<file path="config.mk">
export PLATFORM = sky130hd
export DESIGN_NAME = tpwm_top
export DESIGN_NICKNAME = d
export VERILOG_FILES = /design/src/rtl/tpwm_pkg.sv /design/src/rtl/tpwm_tick_if.sv /design/src/rtl/tpwm_prescale.sv /design/src/rtl/tpwm_top.sv
export VERILOG_INCLUDE_DIRS = /design/src /design/src/rtl
export SDC_FILE = /design/constraint.sdc
export NUM_CORES = 1
export LEC_CHECK = 0
export BUFFER_PORTS_ARGS = -buffer_cell sky130_fd_sc_hd__buf_2
export CORE_MARGIN = 2
export CORE_UTILIZATION = 60
export DETAILED_ROUTE_END_ITERATION = 8
export PLACE_DENSITY_LB_ADDON = 0.05
export SYNTH_ARGS = -nofsm -noshare
export SYNTH_HDL_FRONTEND = slang
export SYNTH_SLANG_ARGS = --single-unit
</file>
<file path="constraint.sdc">
create_clock -name mclk -period 6.3 [get_ports mclk]
set_input_delay 0.945 -clock mclk [delete_from_list [all_inputs] [get_ports mclk]]
set_output_delay 0.945 -clock mclk [all_outputs]
set_load 0.005 [all_outputs]
</file>
<file path="src/rtl/tpwm_regs.svh">
`ifndef TPWM_REGS_SVH
`define TPWM_REGS_SVH
`define TPWM_OFS_GLOBAL_INTERRUPT_CONTROL     8'h0b
`define TPWM_OFS_FLAGS      8'h0c
`define TPWM_OFS_COUNT      8'h11
`define TPWM_OFS_TCTRL      8'h12
`define TPWM_OFS_DUTYW      8'h15
`define TPWM_OFS_DUTYA      8'h16
`define TPWM_OFS_MCTRL      8'h17
`define TPWM_OFS_PORTC      8'h07
`define TPWM_OFS_PORTDIR    8'h87
`define TPWM_OFS_ENABLES    8'h8c
`define TPWM_OFS_LIMIT      8'h92
`define TPWM_RST_LIMIT      8'hff
`define TPWM_RST_PORTDIR    8'hff
`define TPWM_BIT_TMR_FLAG   1
`define TPWM_BIT_TIMER_RUN  2
`define TPWM_BIT_PIN        2
`define TPWM_TCTRL_MASK     8'h7f
`define TPWM_MCTRL_MASK     8'h3f
`define TPWM_FLAGS_MASK     8'h4f
`define TPWM_QPHASE_CYCLES  4
`endif

</file>
<file path="src/rtl/tpwm_pkg.sv">
package tpwm_pkg;
  typedef enum logic [2:0] {
    TPWM_BUS_IDLE = 3'b001,
    TPWM_BUS_ACK  = 3'b010,
    TPWM_BUS_DONE = 3'b100
  } tpwm_bus_st_t;
  typedef enum logic [1:0] {
    TPWM_PS_DIV1  = 2'b00,
    TPWM_PS_DIV4  = 2'b01,
    TPWM_PS_DIV16 = 2'b10
  } tpwm_ps_t;
endpackage : tpwm_pkg

</file>
<file path="src/rtl/tpwm_tick_if.sv">
`timescale 1ns/1ps
// Timing between the prescaler and the pulse core
interface tpwm_tick_if;
  logic       inc;
  logic [1:0] sub;
  logic [1:0] ps_sel;
  logic       run;
  logic       clr;
  modport pre  (output inc, output sub, input ps_sel, input run, input clr);
  modport core (input inc, input sub, output ps_sel, output run, output clr);
endinterface : tpwm_tick_if

</file>
<file path="src/rtl/tpwm_prescale.sv">
`timescale 1ns/1ps
`include "tpwm_regs.svh"
module tpwm_prescale (
  input  wire logic  mclk,
  input  wire logic  rst,
  tpwm_tick_if.pre   tk
);
  import tpwm_pkg::*;
  // Phase counter: mclk is the oscillator, four phases per instruction cycle
  logic [1:0] q_q;
  logic [3:0] pre_q;
  logic [3:0] lim;

  always_comb begin
    case (tk.ps_sel)
      2'b00:   lim = 4'h0;
      2'b01:   lim = 4'h3;
      default: lim = 4'hf;
    endcase
  end

  always_ff @(posedge mclk or posedge rst) begin
    if (rst) begin
      q_q <= 2'h0;
    end else if (tk.clr || !tk.run) begin
      q_q <= 2'h0;
    end else begin
      q_q <= q_q + 2'h1;
    end
  end

  always_ff @(posedge mclk or posedge rst) begin
    if (rst) begin
      pre_q <= 4'h0;
    end else if (tk.clr || !tk.run) begin
      pre_q <= 4'h0;
    end else if (q_q == 2'h3) begin
      pre_q <= (pre_q >= lim) ? 4'h0 : pre_q + 4'h1;
    end
  end

  assign tk.inc = tk.run && !tk.clr && (q_q == 2'h3) && (pre_q >= lim);
  // Two low compare bits: Q phase at 1:1, pre_q[1:0] at 1:4, else top prescaler bits pre_q[3:2]
  always_comb begin
    case (tk.ps_sel)
      2'b00:   tk.sub = q_q;
      2'b01:   tk.sub = pre_q[1:0];
      default: tk.sub = pre_q[3:2];
    endcase
  end
endmodule : tpwm_prescale

</file>
<file path="src/rtl/tpwm_top.sv">
// Our own choice: the Avalon-MM interface to the registers.
`timescale 1ns/1ps
`include "tpwm_regs.svh"
module tpwm_top #(
  parameter int POST_W = 4
) (
  input  wire logic        mclk,
  input  wire logic        rst,
  input  wire logic [7:0]  avs_address,
  input  wire logic        avs_read,
  input  wire logic        avs_write,
  input  wire logic [31:0] avs_writedata,
  input  wire logic [3:0]  avs_byteenable,
  output logic      [31:0] avs_readdata,
  output logic             avs_waitrequest,
  output logic      [1:0]  avs_response,
  output logic             pulse_output_pin_o,
  output logic             pulse_output_pin_oe,
  output logic             period_timer_flag
);
  import tpwm_pkg::*;

  // ------------------------------------------------------------
  // Registers
  // ------------------------------------------------------------
  logic [7:0] period_limit_q;
  logic [7:0] period_timer_count_q;
  logic [7:0] period_timer_control_q;
  logic [7:0] duty_write_byte_q;
  logic [7:0] duty_active_byte_q;
  logic [1:0] duty_low_latch_q;
  logic [7:0] module_control_q;
  logic [7:0] port_c_direction_q;
  logic [7:0] port_c_data_q;
  logic [7:0] global_interrupt_control_q;
  logic [7:0] peripheral_interrupt_flags_q;
  logic [7:0] peripheral_interrupt_enables_q;
  logic       pulse_latch_q;
  logic [POST_W-1:0] post_q;
  tpwm_bus_st_t      bus_q;
  logic [31:0]       rdata_q;
  logic [1:0]        resp_q;

  tpwm_tick_if tk ();

  tpwm_prescale u_pre (
    .mclk (mclk),
    .rst  (rst),
    .tk   (tk.pre)
  );

  logic       pwm_mode;
  logic       wr_acc;
  logic       match;
  logic       tick;
  logic [9:0] duty_now;
  logic [9:0] count_ext;
  logic       mctrl_zero_wr;
  logic       hit;

  assign pwm_mode   = module_control_q[3:2] == 2'b11;
  assign tk.run     = period_timer_control_q[`TPWM_BIT_TIMER_RUN];
  assign tk.ps_sel  = period_timer_control_q[1:0];
  assign tick       = tk.inc;
  assign match      = period_timer_count_q == period_limit_q;
  assign duty_now   = {duty_active_byte_q, duty_low_latch_q};
  assign count_ext  = {period_timer_count_q, tk.sub};
  assign wr_acc     = (bus_q == TPWM_BUS_IDLE) && avs_write && avs_byteenable[0];

  // Byte writes to a register, decoded once
  function automatic logic wr_to(input logic [7:0] ofs);
    wr_to = wr_acc && (avs_address == ofs);
  endfunction : wr_to

  assign mctrl_zero_wr = wr_to(`TPWM_OFS_MCTRL) && (avs_writedata[7:0] == 8'h00);
  // Timer writes restart the phase so the compare stays aligned
  assign tk.clr = wr_to(`TPWM_OFS_COUNT) || wr_to(`TPWM_OFS_TCTRL);

  // ------------------------------------------------------------
  // Avalon slave: one wait cycle, answer in ACK state
  // ------------------------------------------------------------
  always_ff @(posedge mclk or posedge rst) begin
    if (rst) begin
      bus_q <= TPWM_BUS_IDLE;
    end else begin
      case (bus_q)
        TPWM_BUS_IDLE: begin
          if (avs_read || avs_write) begin
            bus_q <= TPWM_BUS_ACK;
          end
        end
        TPWM_BUS_ACK:  bus_q <= TPWM_BUS_DONE;
        TPWM_BUS_DONE: bus_q <= TPWM_BUS_IDLE;
        default:       bus_q <= TPWM_BUS_IDLE;
      endcase
    end
  end

  assign avs_waitrequest = (avs_read || avs_write) && (bus_q != TPWM_BUS_ACK);
  assign avs_readdata    = rdata_q;
  assign avs_response    = resp_q;

  always_ff @(posedge mclk or posedge rst) begin
    if (rst) begin
      rdata_q <= 32'h0;
      resp_q  <= 2'h0;
    end else if (bus_q == TPWM_BUS_IDLE && (avs_read || avs_write)) begin
      resp_q  <= 2'h0;
      rdata_q <= 32'h0;
      case (avs_address)
        `TPWM_OFS_GLOBAL_INTERRUPT_CONTROL:  rdata_q[7:0] <= global_interrupt_control_q;
        `TPWM_OFS_FLAGS:   rdata_q[7:0] <= peripheral_interrupt_flags_q;
        `TPWM_OFS_COUNT:   rdata_q[7:0] <= period_timer_count_q;
        `TPWM_OFS_TCTRL:   rdata_q[7:0] <= period_timer_control_q;
        `TPWM_OFS_DUTYW:   rdata_q[7:0] <= duty_write_byte_q;
        `TPWM_OFS_DUTYA:   rdata_q[7:0] <= duty_active_byte_q;
        `TPWM_OFS_MCTRL:   rdata_q[7:0] <= module_control_q;
        `TPWM_OFS_PORTC:   rdata_q[7:0] <= port_c_data_q;
        `TPWM_OFS_PORTDIR: rdata_q[7:0] <= port_c_direction_q;
        `TPWM_OFS_ENABLES: rdata_q[7:0] <= peripheral_interrupt_enables_q;
        `TPWM_OFS_LIMIT:   rdata_q[7:0] <= period_limit_q;
        default:           resp_q <= 2'h2;
      endcase
    end
  end

  // ------------------------------------------------------------
  // Software registers
  // ------------------------------------------------------------
  always_ff @(posedge mclk or posedge rst) begin
    if (rst) begin
      period_limit_q         <= `TPWM_RST_LIMIT;
      period_timer_control_q <= 8'h00;
      duty_write_byte_q      <= 8'h00;
      module_control_q       <= 8'h00;
      port_c_direction_q     <= `TPWM_RST_PORTDIR;
      port_c_data_q          <= 8'h00;
      global_interrupt_control_q     <= 8'h00;
      peripheral_interrupt_enables_q <= 8'h00;
    end else begin
      if (wr_to(`TPWM_OFS_LIMIT)) period_limit_q <= avs_writedata[7:0];
      if (wr_to(`TPWM_OFS_TCTRL)) period_timer_control_q <= avs_writedata[7:0] & `TPWM_TCTRL_MASK;
      if (wr_to(`TPWM_OFS_DUTYW)) duty_write_byte_q <= avs_writedata[7:0];
      if (wr_to(`TPWM_OFS_MCTRL)) module_control_q <= avs_writedata[7:0] & `TPWM_MCTRL_MASK;
      if (wr_to(`TPWM_OFS_PORTDIR)) port_c_direction_q <= avs_writedata[7:0];
      if (wr_to(`TPWM_OFS_PORTC)) port_c_data_q <= avs_writedata[7:0];
      if (wr_to(`TPWM_OFS_GLOBAL_INTERRUPT_CONTROL)) global_interrupt_control_q <= avs_writedata[7:0];
      if (wr_to(`TPWM_OFS_ENABLES)) peripheral_interrupt_enables_q <= avs_writedata[7:0] & `TPWM_FLAGS_MASK;
    end
  end

  // ------------------------------------------------------------
  // Period timer
  // ------------------------------------------------------------
  always_ff @(posedge mclk or posedge rst) begin
    if (rst) begin
      period_timer_count_q <= 8'h00;
    end else if (wr_to(`TPWM_OFS_COUNT)) begin
      period_timer_count_q <= avs_writedata[7:0];
    end else if (tick) begin
      period_timer_count_q <= match ? 8'h00 : period_timer_count_q + 8'h01;
    end
  end

  // Active buffer loads only at period end; bus writes ignored in pulse mode
  always_ff @(posedge mclk or posedge rst) begin
    if (rst) begin
      duty_active_byte_q <= 8'h00;
      duty_low_latch_q   <= 2'h0;
    end else if (tick && match) begin
      duty_active_byte_q <= duty_write_byte_q;
      duty_low_latch_q   <= module_control_q[5:4];
    end else if (wr_to(`TPWM_OFS_DUTYA) && !pwm_mode) begin
      duty_active_byte_q <= avs_writedata[7:0];
    end
  end

  // Postscaler paces only the flag, the period ignores it
  always_ff @(posedge mclk or posedge rst) begin
    if (rst) begin
      post_q <= '0;
    end else if (wr_to(`TPWM_OFS_TCTRL)) begin
      post_q <= '0;
    end else if (tick && match) begin
      post_q <= (post_q >= POST_W'(period_timer_control_q[6:3])) ? '0 : post_q + POST_W'(1);
    end
  end

  // Hardware set wins over a software clear in the same cycle
  always_ff @(posedge mclk or posedge rst) begin
    if (rst) begin
      peripheral_interrupt_flags_q <= 8'h00;
    end else begin
      if (wr_to(`TPWM_OFS_FLAGS)) peripheral_interrupt_flags_q <= avs_writedata[7:0] & `TPWM_FLAGS_MASK;
      if (tick && match && post_q >= POST_W'(period_timer_control_q[6:3])) begin
        peripheral_interrupt_flags_q[`TPWM_BIT_TMR_FLAG] <= 1'b1;
      end
    end
  end
  assign period_timer_flag = peripheral_interrupt_flags_q[`TPWM_BIT_TMR_FLAG];

  // ------------------------------------------------------------
  // Pulse latch
  // ------------------------------------------------------------
  // The low-going compare uses the buffered duty; a duty longer than
  // the period never matches, so the pin stays high.
  assign hit = duty_now == count_ext;

  always_ff @(posedge mclk or posedge rst) begin
    if (rst) begin
      pulse_latch_q <= 1'b0;
    end else if (mctrl_zero_wr || !pwm_mode) begin
      pulse_latch_q <= 1'b0;
    end else if (tick && match) begin
      pulse_latch_q <= {duty_write_byte_q, module_control_q[5:4]} != 10'h000;
    end else if (tk.run && hit) begin
      pulse_latch_q <= 1'b0;
    end
  end

  // Pin mux: pulse latch in pulse mode, else the untouched port latch
  always_ff @(posedge mclk or posedge rst) begin
    if (rst) begin
      pulse_output_pin_o  <= 1'b0;
      pulse_output_pin_oe <= 1'b0;
    end else begin
      // Masking with the live compare makes the on-time exactly duty cycles,
      // the latch clears on that same edge, so through the register alone the pin would fall one edge later
      pulse_output_pin_o  <= pwm_mode ? (pulse_latch_q && !(tk.run && hit))
                                      : port_c_data_q[`TPWM_BIT_PIN];
      pulse_output_pin_oe <= !port_c_direction_q[`TPWM_BIT_PIN];
    end
  end

  // ------------------------------------------------------------
  // Checks
  // ------------------------------------------------------------
  chk_count_clear: assert property (@(posedge mclk) disable iff (rst)
    (tick && match && !tk.clr) |=> period_timer_count_q == 8'h00)
    else $error("timer not cleared after match");
  chk_duty_load: assert property (@(posedge mclk) disable iff (rst)
    (tick && match) |=> duty_active_byte_q == $past(duty_write_byte_q))
    else $error("duty not loaded at period end");
  chk_pin_set: assert property (@(posedge mclk) disable iff (rst)
    (tick && match && pwm_mode && !mctrl_zero_wr && duty_write_byte_q != 8'h00) |=> pulse_latch_q)
    else $error("pin not set at period start");
  chk_zero_duty: assert property (@(posedge mclk) disable iff (rst)
    (tick && match && {duty_write_byte_q, module_control_q[5:4]} == 10'h000) |=> !pulse_latch_q)
    else $error("pin set with zero duty");
  chk_ctrl_zero: assert property (@(posedge mclk) disable iff (rst)
    mctrl_zero_wr |=> !pulse_latch_q)
    else $error("control clear left latch high");
  chk_ro_active: assert property (@(posedge mclk) disable iff (rst)
    (pwm_mode && !(tick && match)) |=> $stable(duty_active_byte_q))
    else $error("active duty changed mid-period");
  chk_hit_low: assert property (@(posedge mclk) disable iff (rst)
    (pwm_mode && tk.run && hit && !(tick && match) && !mctrl_zero_wr) |=> !pulse_latch_q)
    else $error("pin not cleared at duty match");
  chk_pin_low: assert property (@(posedge mclk) disable iff (rst)
    (pwm_mode && tk.run && hit) |=> !pulse_output_pin_o)
    else $error("pin high at duty match");
  chk_mode_off: assert property (@(posedge mclk) disable iff (rst)
    !pwm_mode |=> !pulse_latch_q)
    else $error("latch high outside pulse mode");
  chk_bus_ack: assert property (@(posedge mclk) disable iff (rst)
    (bus_q == TPWM_BUS_IDLE && avs_read) |=> !avs_waitrequest)
    else $error("read not answered in one wait cycle");
endmodule : tpwm_top

</file>
Word-level counts from Yosys, hierarchy flattened
Index checks and enable logic that the tools add are counted.

word-level totals
  register bits = 107
  bits of input ports = 48
  logic and storage cells = 115

operators by class
  add/sub/neg operators = 4
  magnitude comparators = 2
  eq/ne operators = 20
  mux-type cells = 24
  reductions and logical operators = 43

operators by type and width
  operator                                        count
  case mux 8 bit (11 select lines)                1
  == test 8 x 5 -> 1 bit (second input constant)  5
  two-way mux 8 bit                               5
  == test 8 bit (second input constant)           3
  logical AND 1 bit                               24
  two-way mux 4 bit                               6
  == test 8 x 4 -> 1 bit (second input constant)  2
  OR reduction 11 bit                             1
  == test 10 bit                                  1
  nonzero test 10 bit                             1
  nonzero test 2 bit                              5
  adder 4 x 1 -> 4 bit (second input constant)    2
  adder 8 x 1 -> 8 bit (second input constant)    1
  == test 8 x 3 -> 1 bit (second input constant)  1
  == test 8 bit                                   1
  >= comparator 4 bit                             2
  zero test 8 bit                                 1
  case mux 4 bit (2 select lines)                 1
  two-way mux 2 bit                               3
  case mux 3 bit (2 select lines)                 1
  zero test 1 bit                                 5
  two-way mux 1 bit                               5
  == test 2 bit (second input constant)           2
  logical OR 1 bit                                4
  other kinds (10)                                10

Logic depth before layout (Yosys ltp)
Gate-level depths: netlist (run 1).

  word-level depth = 12
  gate-level depth with buffers = 9
  gate-level depth less buffers = 7

By module
A second synthesis (run 1) with hierarchy kept.

unflattened totals
  cell total of the unflattened synthesis = 578
  area, all modules = 6027.0 sq um

modules (own cells, without submodules)
  module         times used  cells an instance  area an instance (sq um)
  tpwm_top       1           526                5559.1
  tpwm_prescale  1           52                 467.9

Worst setup path after synthesis (run 1)
No wires, ideal clock.

  kind = input -> register
  start point = input port avs_address[7]
  end point = register duty_active_byte_q[3]
  arrival = 2.714 ns
  setup slack = 3.462 ns
  stages = 6
  buffers on the path = 1
  path through = clkbuf_1 nor2_4 nand4_2 nor3_2 mux2_2 mux2_2

on the way
  cells in the longest elaborated chain, start to end = 9
  elaborated cells between the ends (all ways) = 15

RTL lines
  item                                                     line                 source
  start, declared                                          tpwm_top.sv:9        input wire logic [7:0] avs_address,
  == test 8 x 5 -> 1 bit                                   tpwm_top.sv:72       wr_to = wr_acc && (avs_address == ofs);
  logical AND 1 bit                                        tpwm_top.sv:72
  logical OR 1 bit                                         tpwm_top.sv:77       assign tk.clr = wr_to(`TPWM_OFS_COUNT) || wr_to(`TPWM_OFS_TCTRL);
  zero test 1 bit                                          tpwm_prescale.sv:42  assign tk.inc = tk.run && !tk.clr && (q_q == 2'h3) && (pre_q >= lim);
  logical AND 1 bit (3 in a row)                           tpwm_prescale.sv:42
  logical AND 1 bit                                        tpwm_top.sv:170      end else if (tick && match) begin
  two-way mux 8 bit or nonzero test 2 bit (tied branches)  n/a
  end signal, assigned                                     tpwm_top.sv:171      duty_active_byte_q <= duty_write_byte_q;
  end signal, assigned                                     tpwm_top.sv:174      duty_active_byte_q <= avs_writedata[7:0];
  end, declared                                            tpwm_top.sv:30       logic [7:0] duty_active_byte_q;

Parallel ways exist; a longest one is shown, timed or not.
A chain may end at the register's enable or synchronous reset.

Final worst setup path (run 1)
  start point = input port avs_address[0]
  end point = register duty_active_byte_q[3]

Same word-level chain as after synthesis.

==> results of run 1 <==
## cells by family after synthesis
family,Yosys count,share of synthesized area
other,1,0.000607
AOI/OAI and AO/OA,114,0.132
xor gates and xnor gates,18,0.0267
muxes,82,0.151
DFF,106,0.433
adders and majority gates,12,0.0243
and+or+nand+nor,175,0.160
buffers and inverters,83,0.0723
## cells in the final DEF (no fill, tap or decap), drive strengths merged, types with 14 or more instances in the layout
cell type and instances:
dfrtp 89, inv 18, conb 25, buf 35, mux2 74, a21oi 21, nor2 25, o21ai 21
nand3 28, nand2 53, dfstp 17, xor2 14
## stage by stage
stage	power, mW	area, um2	worst slack (ns)	hold WS, ns
after floorplan	0.850	6270	2.59	0.420
after global placement	0.884	6230	2.18	0.427
after detailed placement	0.888	6230	2.06	0.433
after CTS	1.33	6440	2.47	0.457
after global routing	1.38	6440	2.28	0.484
final	1.33	6440	2.38	0.454
## per-layer routing
layer  vias up  GRT usage  wire (um)  part of all wire
li1       2123          -          -                 -
met4         0      0.111        502             0.032
met2       204      0.475       7540              0.48
met3        38     0.0668       1060             0.067
met5         -          0          0                 0
met1      2334      0.401       6700              0.42
## area by class of cell
cell class                 instances  area [um2]
timing repair buffer              35         180
inverter                          16        62.6
multi-input combinational        426        3150
clock inverter                     6        72.6
tap                              136         170
fill                             820        3690
sequential                       106        2670
clock buffer                      10         138
## path summary, 6_finish.rpt
check	slack (ns)	from	to
hold / removal	0.45	port_c_direction_q[2]	pulse_output_pin_oe
setup reg to reg	2.79	period_timer_control_q[0]	duty_active_byte_q[3]
max in group asynchronous	4.54	rst	module_control_q[3]
setup / recovery	2.38	avs_address[0]	duty_active_byte_q[3]
min in group asynchronous	0.63	rst	bus_q[2]
hold reg to reg	0.45	port_c_direction_q[2]	pulse_output_pin_oe
## state kept, by name, summed over array words and instances (netlist names), 4 cells and up
register                        count
period_limit_q                      8
duty_active_byte_q                  8
duty_write_byte_q                   8
u_pre.pre_q                         4
peripheral_interrupt_flags_q        5
period_timer_control_q              7
global_interrupt_control_q          8
post_q                              4
port_c_data_q                       8
avs_readdata                        8
period_timer_count_q                8
port_c_direction_q                  8
module_control_q                    6
peripheral_interrupt_enables_q      5
## where the power goes
group          leakage [nW]  internal [mW]  switching [mW]
logic                  1.46         0.0449           0.104
clock network        0.0971          0.199           0.251
registers              1.37          0.708          0.0206
## worst max-delay path, delay by kind of cell
kind / cells / cell delay, ns
and+or+nand+nor: 3 / 1.89
AOI/OAI and AO/OA: 1 / 0.67
muxes: 1 / 0.41
buffers and inverters: 1 / 0.27
## cell usage after synthesis, drive strengths merged, types with 4 or more instances
cell     number
a2111oi       5
a211oi        4
a21oi        21
a22oi        12
a31oi         9
a32o          4
and3          5
buf          38
clkbuf       29
dfrtp        89
dfstp        17
ha           12
inv          16
mux2         74
mux2i         8
nand2        53
nand3        28
nand4        11
nand4b        5
nor2         25
nor2b         4
nor3          8
nor3b         4
nor4         10
o21ai        21
o22ai         4
o2bb2ai       5
o311ai        5
o31ai         4
or3           5
xnor2         4
xor2         14
==> results.md, run 1 <==
* Setup_tns at 0 ns
* Synth Register Bits at about 110
* Synth Flop Type: dfrtp_1
* Initial antenna violation count at 0
* Status: finished clean
* Clock root cell: clkbuf_8
* ANT cells at 0
* Routed len/inst at 21.5 um
* Final ANT Viol Nets at 0
* CP max stage cell: nor2b_1
* Fmax at 255 MHz
* Fin crit period at ~3.9 ns
* Post-synth top area share at 0.361
* Initial Util at 0.609
* Die width at 105 um
* Number of port buffers at 33
* # Max-Cap Violations at 0
* Routed vias at between 4000 and 5000
* Rows at 37
* CTS H-tree lvls at 3
* Post-Syn Area at about 0.0062 mm2
* CTS tree: built
* Die Y at 105 um
* Slew @ Worst Pin at 1.16 ns
* Final setup violating endpoints at 0
* Fraction of layout cells with a size suffix above 1 at 0.267
* Vias in the first global route at between 4000 and 5000
* Clk_lat worst skew at approximately 0.40 ns
* Fraction of registers with async set/reset at 1.00
* Final Util at 0.636
* Setup crit end kind: flip-flop
* Placer Congestion at between 0.9 and 1
* VDD IR-drop max at 0.319 mV
* GRT Overall Usage at 0.298
* Setup repair after global routing missed its margin: no
* Delay of the slowest critical-path stage at between 0.9 and 1 ns
* Final Hold Fails at 0
* CTS Sinks at 106
* CP Class: in -> reg
* Critical-path cell list: buf_2 > nor2b_1 > nor2_1 > o311ai_4 > or3_1 > mux2_2
* Synth Area per Inst at between 10 and 15 um2
* Cells after synthesis at ~590
* Fin cells at roughly 740
* Post-synth EDFFs at 0
* Drt initial violations at approximately 300
* Post CTS Setup Buffer Count at 0
* Post-synth top area cell: dfrtp_1
* Worst Path Required at about 6.6 ns
* Power per cell area at 206 mW/mm2
* Worst Hold Depth at 1
* Slew HR at 0.217
* HPWL Detailed at approximately 11 mm
* Placed insts at ~700
* I/O Pins at 86
* Startpoint types: primary input
* First-pass GRT wire length at 25.4 mm
* 1st-pass router iterations at 5
* Largest net degree at the start of global routing at 56
* Clk slew on worst S/H paths at around 0.10 ns
* Synth cell types at between 70 and 80
* Worst r2r path cells at 7
* Leak Pwr at 2.93 nW
* Slew Viols, Final at 0
* Crit path DAT at ~4.2 ns
* Core region area at 0.0101 mm2
* Maximum clock path buffer count at 2
* # hold bufs at CTS at 0
* DRC viols at 0
* Worst hold path class: reg -> reg
* Quantity of gates resized following cts at 0
* Post-Route WL at 15.8 mm
* Yosys Warn Count at 0
* Overflow after GRT at 0
* Area Overhead vs Synth at 4.31%
* Final worst path period share at 0.622
* Synth area leaders: dfrtp_1, mux2_2, dfstp_2
* Die Area at 0.0111 mm2
* Setup Skew at between 0.015 and 0.02 ns
* CP max FO at 16
* Via/cell ratio at around 6.4
* Seq/Total Area, Yosys at 0.433
* Nets at about 650
* CTS buffer count at 9
Note: power is estimated with default switching activity, not from simulation.
==> run 2, diff against run 1 <==
--- a/config.mk
+++ b/config.mk
@@ -8,7 +8,7 @@
 export LEC_CHECK = 0
 export BUFFER_PORTS_ARGS = -buffer_cell sky130_fd_sc_hd__buf_2
 export CORE_MARGIN = 2
-export CORE_UTILIZATION = 60
+export CORE_UTILIZATION = 58
 export DETAILED_ROUTE_END_ITERATION = 8
 export PLACE_DENSITY_LB_ADDON = 0.05
 export SYNTH_ARGS = -nofsm -noshare
==> constraint.sdc (replaced) <==
create_clock -name mclk -period 4 [get_ports mclk]
set_input_delay 0.6 -clock mclk [delete_from_list [all_inputs] [get_ports mclk]]
set_output_delay 0.6 -clock mclk [all_outputs]
set_load 0.005 [all_outputs]
==> results.md, run 2 (synthesis results as in run 1) <==
* Status: finished clean (unchanged)
* CP max FO at 13 (was 16)
* DRC viols at 0 (unchanged)
* Fmax at about 370 MHz
* Setup Skew at 0.0120 ns (was 0.0156 ns)
* Nets at 660 (was 654)
* # Max-Cap Violations at 0 (unchanged)
* First-pass GRT wire length at 25.5 mm (was 25.4 mm)
* Hold WS at 0.447 ns (was 0.454 ns)
* VDD IR-drop max at 0.286 mV (was 0.319 mV)
* CTS H-tree lvls at 3 (unchanged)
* Clk slew on worst S/H paths at 0.10 ns (about the same)
* Placed insts at 725 (was 719)
* CP Class: reg -> reg (was in -> reg)
* Fin cells at 741 (was 735)
* Die width at 107 um (was 105 um)
* Fin crit period at about 2.7 ns
* Clk_lat worst skew at 0.38 ns (was 0.40 ns)
* Initial antenna violation count at 0 (unchanged)
* Setup repair after global routing missed its margin: no (unchanged)
* Drt initial violations at 356 (was 307)
* Final ANT Viol Nets at 0 (unchanged)
* CTS tree: built (unchanged)
* Via/cell ratio at 6.37 (was 6.39)
* CTS buffer count at 9 (unchanged)
* Area Overhead vs Synth at 4.82% (was 4.31%)
* Post CTS Setup Buffer Count at 0 (unchanged)
* Startpoint types: flip-flop (was primary input)
* R2R setup slack at 1.33 ns (was 2.79 ns)
* Slew Viols, Final at 0 (unchanged)
* Routed len/inst at 21.6 um (was 21.5 um)
* Die Area at 0.0115 mm2 (was 0.0111 mm2)
* Leak Pwr at 2.96 nW (was 2.93 nW)
* Most common cell after layout, fill and taps aside: dfrtp_1 (unchanged)
* Post-Route WL at 16.0 mm (was 15.8 mm)
* Die Y at 107 um (was 105 um)
* 1st-pass router iterations at 5 (unchanged)
* Vias in the first global route at 4592 (was 4608)
* # hold bufs at CTS at 0 (unchanged)
* Slew @ Worst Pin at 1.08 ns (was 1.16 ns)
* Routed vias at 4721 (was 4699)
* CTS Sinks at 106 (unchanged)
* Rows at 37 (unchanged)
* GRT Overall Usage at 0.294 (was 0.298)
* Slew HR at 0.275 (was 0.217)
* Setup_tns at 0 ns (unchanged)
* Placer Congestion at 0.890 (was 0.913)
* Core region area at 0.0103 mm2 (was 0.0101 mm2)
* Setup crit end kind: flip-flop (unchanged)
* Initial Util at 0.598 (was 0.609)
* Most frequent cells in the layout: dfrtp_1, mux2_2, nand2_1 (unchanged)
* Final Util at 0.627 (was 0.636)
* Power per cell area at 319 mW/mm2 (was 206 mW/mm2)
* Final setup violating endpoints at 0 (unchanged)
* Largest net degree at the start of global routing at 82 (was 56)
* Fraction of layout cells with a size suffix above 1 at 0.271 (was 0.267)
* Number of port buffers at 33 (unchanged)
* HPWL Detailed at 11.1 mm (was 11.0 mm)
* Maximum clock path buffer count at 2 (unchanged)
* Final worst path period share at 0.668
* Quantity of gates resized following cts at 0 (unchanged)
* I/O Pins at 86 (unchanged)
* Final Hold Fails at 0 (unchanged)
* Crit path DAT at 2.94 ns (was 4.20 ns)
* Clock root cell: clkbuf_8 (unchanged)
* Worst Path Required at 4.27 ns (was 6.59 ns)
* Worst hold path class: in -> async (was reg -> reg)
* Overflow after GRT at 0 (unchanged)
* ANT cells at 0 (unchanged)
## run 2: cell types whose count changed in the layout (fill, tap and decap cells not counted), sizes merged
cell / change
inv: -2
clkinvlp: -2
buf: +6
clkbuf: +2
clkinv: +2
## run 2: per-stage QoR
| stage | cell area (um2) | worst slack [ns] | total power, mW |
|---|---|---|---|
| 2_1_floorplan | 6270 | 0.639 | 1.34 |
| 3_3_place_gp | 6280 | 1.08 | 1.40 |
| 3_5_place_dp | 6280 | 1.05 | 1.40 |
| 4_1_cts | 6470 | 1.37 | 2.07 |
| 5_1_grt | 6470 | 1.27 | 2.14 |
| 6_report | 6470 | 1.33 | 2.07 |
## run 2: critical path: stages, from the launching register on
cell and delay [ns]:
dfrtp_1 0.49, or2_2 0.33, ha_1 0.28, nand2b_1 0.14, a2111o_1 0.46, nand2_1 0.10
or3_1 0.10, buf_4 0.27, mux2_2 0.37
## run 2: where the power goes
| group | switching, mW | total, mW | leakage [nW] | internal (mW) |
|---|---|---|---|---|
| Combinational | 0.163 | 0.237 | 1.49 | 0.0744 |
| Clock | 0.374 | 0.682 | 0.0966 | 0.308 |
| Sequential | 0.0325 | 1.15 | 1.37 | 1.12 |
## run 2: final cells by class
class                   instances  area, um2
clock buffers                  12        145
clock inverters                 4       51.3
fillers                       872       3850
inverters                      16       62.6
multi-input cells             426       3150
flip-flops and latches        106       2670
well taps                     136        170
repair buffers                 41        225
## run 2: final timing paths
kind                                      startpoint  depth (start not counted)                    end
min                                              rst                          2    module_control_q[1]
max reg2reg                period_timer_control_q[1]                          8  duty_active_byte_q[4]
max                        period_timer_control_q[1]                          8  duty_active_byte_q[4]
max in group asynchronous                        rst                          3      period_limit_q[5]
min reg2reg                    port_c_direction_q[2]                          1    pulse_output_pin_oe
min in group mclk              port_c_direction_q[2]                          1    pulse_output_pin_oe
## run 2: layer usage
layer	wire length, um	vias up	track usage
li1	-	2121	-
met1	6910	2330	0.409
met2	7460	236	0.463
met3	1140	34	0.0365
met4	518	0	0.126
met5	0	-	0
==> run 3, diff against run 2 <==
--- a/config.mk
+++ b/config.mk
@@ -8,7 +8,7 @@
 export LEC_CHECK = 0
 export BUFFER_PORTS_ARGS = -buffer_cell sky130_fd_sc_hd__buf_2
 export CORE_MARGIN = 2
-export CORE_UTILIZATION = 58
+export CORE_UTILIZATION = 52
 export DETAILED_ROUTE_END_ITERATION = 8
 export PLACE_DENSITY_LB_ADDON = 0.05
 export SYNTH_ARGS = -nofsm -noshare
==> constraint.sdc (replaced) <==
create_clock -name mclk -period 2.3 [get_ports mclk]
set_input_delay 0.345 -clock mclk [delete_from_list [all_inputs] [get_ports mclk]]
set_output_delay 0.345 -clock mclk [all_outputs]
set_load 0.005 [all_outputs]
==> results.md, run 3 (synthesis results as in run 1) <==
* Status: complete, but fails checks (was finished clean)
* Failing checks: DRC
* # hold bufs at CTS at 0 (unchanged)
* HPWL Detailed at 12.3 mm (was 11.1 mm)
* Most common cell after layout, fill and taps aside: dfrtp_1 (unchanged)
* Die Y at 113 um (was 107 um)
* Die width at 113 um (was 107 um)
* Die Area at 0.0128 mm2 (was 0.0115 mm2)
* Clk_lat worst skew at 0.36 ns (was 0.38 ns)
* Via/cell ratio at 6.07 (was 6.37)
* Nets at 717 (was 660)
* Clock root cell: clkbuf_16 (was clkbuf_8)
* Startpoint types: flip-flop (unchanged)
* Worst setup margin at 0.0528 ns (was 1.33 ns)
* ANT cells at 0 (unchanged)
* 1st-pass router iterations at 7 (was 5)
* Fin crit period at 2.25 ns (was 2.67 ns)
* Setup repair after global routing missed its margin: yes (was no)
* Final Util at 0.618 (was 0.627)
* Slew Viols, Final at 0 (unchanged)
* Setup Skew at 0.00877 ns (was 0.0120 ns)
* R2R setup slack at 0.05 ns (was 1.33 ns)
* CTS tree: built (unchanged)
* CP max FO at 12 (was 13)
* Drt initial violations at 403 (was 356)
* Worst hold path class: in -> async (unchanged)
* Crit path DAT at 2.49 ns (was 2.94 ns)
* Initial antenna violation count at 0 (unchanged)
* Routed len/inst at 21.3 um (was 21.6 um)
* Final worst path period share at 0.977 (was 0.668)
* CTS buffer count at 9 (unchanged)
* Number of port buffers at 33 (unchanged)
* FILL cells at 971 (was 872)
* Core region area at 0.0115 mm2 (was 0.0103 mm2)
* # Max-Cap Violations at 0 (unchanged)
* Initial Util at 0.536 (was 0.598)
* Routed vias at 4887 (was 4721)
* Maximum clock path buffer count at 2 (unchanged)
* Rows at 39 (was 37)
* Placer Congestion at 0.955 (was 0.890)
* GRT Overall Usage at 0.283 (was 0.294)
* Worst Path Required at 2.54 ns (was 4.27 ns)
* Leak Pwr at 3.32 nW (was 2.96 nW)
* Setup crit end kind: flip-flop (unchanged)
* CTS Sinks at 106 (unchanged)
* I/O Pins at 86 (unchanged)
* Largest net degree at the start of global routing at 107 (was 82)
* Final setup violating endpoints at 0 (unchanged)
* Vias in the first global route at 4902 (was 4592)
* Pre-CTS WS at 0.0257 ns (was 1.05 ns)
* Fraction of layout cells with a size suffix above 1 at 0.344 (was 0.271)
* Power Total at 4.19 mW (was 2.07 mW)
* Post-Route WL at 17.1 mm (was 16.0 mm)
* Overflow after GRT at 0 (unchanged)
* Area Overhead vs Synth at 15.1% (was 4.82%)
* Clk slew on worst S/H paths at 0.07 ns (was 0.10 ns)
* DRC viols at 6 (was 0)
* VDD IR-drop max at 0.435 mV (was 0.286 mV)
* CTS H-tree lvls at 3 (unchanged)
* First-pass GRT wire length at 27.5 mm (was 25.5 mm)
* Slew @ Worst Pin at 0.764 ns (was 1.08 ns)
* Power per cell area at 590 mW/mm2 (was 319 mW/mm2)
* Final ANT Viol Nets at 0 (unchanged)
* CP Class: reg -> reg (unchanged)
* Most frequent cells in the layout: dfrtp_1, mux2_2, buf_4 (was dfrtp_1, mux2_2, nand2_1)
* Final Hold Fails at 0 (unchanged)
* Slew HR at 0.485 (was 0.275)
* Fmax at 445 MHz (was 374 MHz)
[run 3: cell types whose count changed in the layout (fill, tap and decap cells not counted), moves of 2 or more]
cell / previous run / this run
buf_12: 0 / 3
buf_4: 8 / 61
clkbuf_1: 2 / 0
clkbuf_16: 0 / 9
clkbuf_8: 10 / 0
clkinvlp_4: 1 / 4
inv_6: 0 / 2
[run 3: power breakdown]
| part | switching (mW) | leakage [nW] | total (mW) | internal, mW |
|---|---|---|---|---|
| Combinational | 0.314 | 1.80 | 0.497 | 0.183 |
| Clock | 0.746 | 0.149 | 1.71 | 0.963 |
| Sequential | 0.0474 | 1.37 | 1.99 | 1.94 |
[run 3: final timing paths]
check | startpoint | end | cells after the start
max in group asynchronous | rst | duty_write_byte_q[6] | 3
worst min-delay path | rst | module_control_q[1] | 3
worst max register to register | period_timer_control_q[0] | duty_active_byte_q[6] | 8
worst min register to register | port_c_direction_q[2] | pulse_output_pin_oe | 1
min in group mclk | avs_writedata[5] | period_timer_control_q[5] | 3
worst max-delay path | period_timer_control_q[0] | duty_active_byte_q[6] | 8
[run 3: area by class of cell]
cell class              instances  area, um2  area share
repair buffers                 98        694      0.0976
clock inverters                 7        100      0.0141
clock buffers                   9        225      0.0317
inverters                      16       63.8     0.00897
well taps                     143        179      0.0252
flip-flops and latches        106       2670       0.376
multi-input cells             426       3180       0.447
[run 3: worst max-delay path: stages (launching register included)]
cell and delay [ns]:
dfrtp_1 0.38, or2_4 0.25, ha_1 0.26, nand2b_1 0.14, a2111o_1 0.40, nand2_2 0.10
or3_4 0.13, buf_12 0.14, mux2_2 0.33
[run 3: what timing repair did]
action                                 in CTS  in global routing
setup buffers                               0                  2
resized for setup                           0                  6
setup endpoints to repair                   0                 13
endpoints found under the hold margin       0                  0
[run 3: metal layers]
| layer | share of wire | vias up | global-route usage | routed length (um) |
|---|---|---|---|---|
| met3 | 0.054 | 29 | 0.0386 | 919 |
| li1 | - | 2253 | - | - |
| met4 | 0.025 | 0 | 0.113 | 433 |
| met2 | 0.49 | 189 | 0.466 | 8390 |
| met1 | 0.43 | 2416 | 0.380 | 7370 |
| met5 | 0 | - | 0 | 0 |
[run 3: metrics by stage]
stage | cells | hold WS [ns] | setup TNS [ns] | area [um2]
floorplan | 615 | 0.420 | 0 | 6290
global placement | 787 | 0.431 | 0 | 6750
detailed placement | 787 | 0.433 | 0 | 6750
CTS | 803 | 0.179 | 0 | 7070
global route | 805 | 0.190 | -0.0416 | 7110
finish | 805 | 0.131 | 0 | 7110
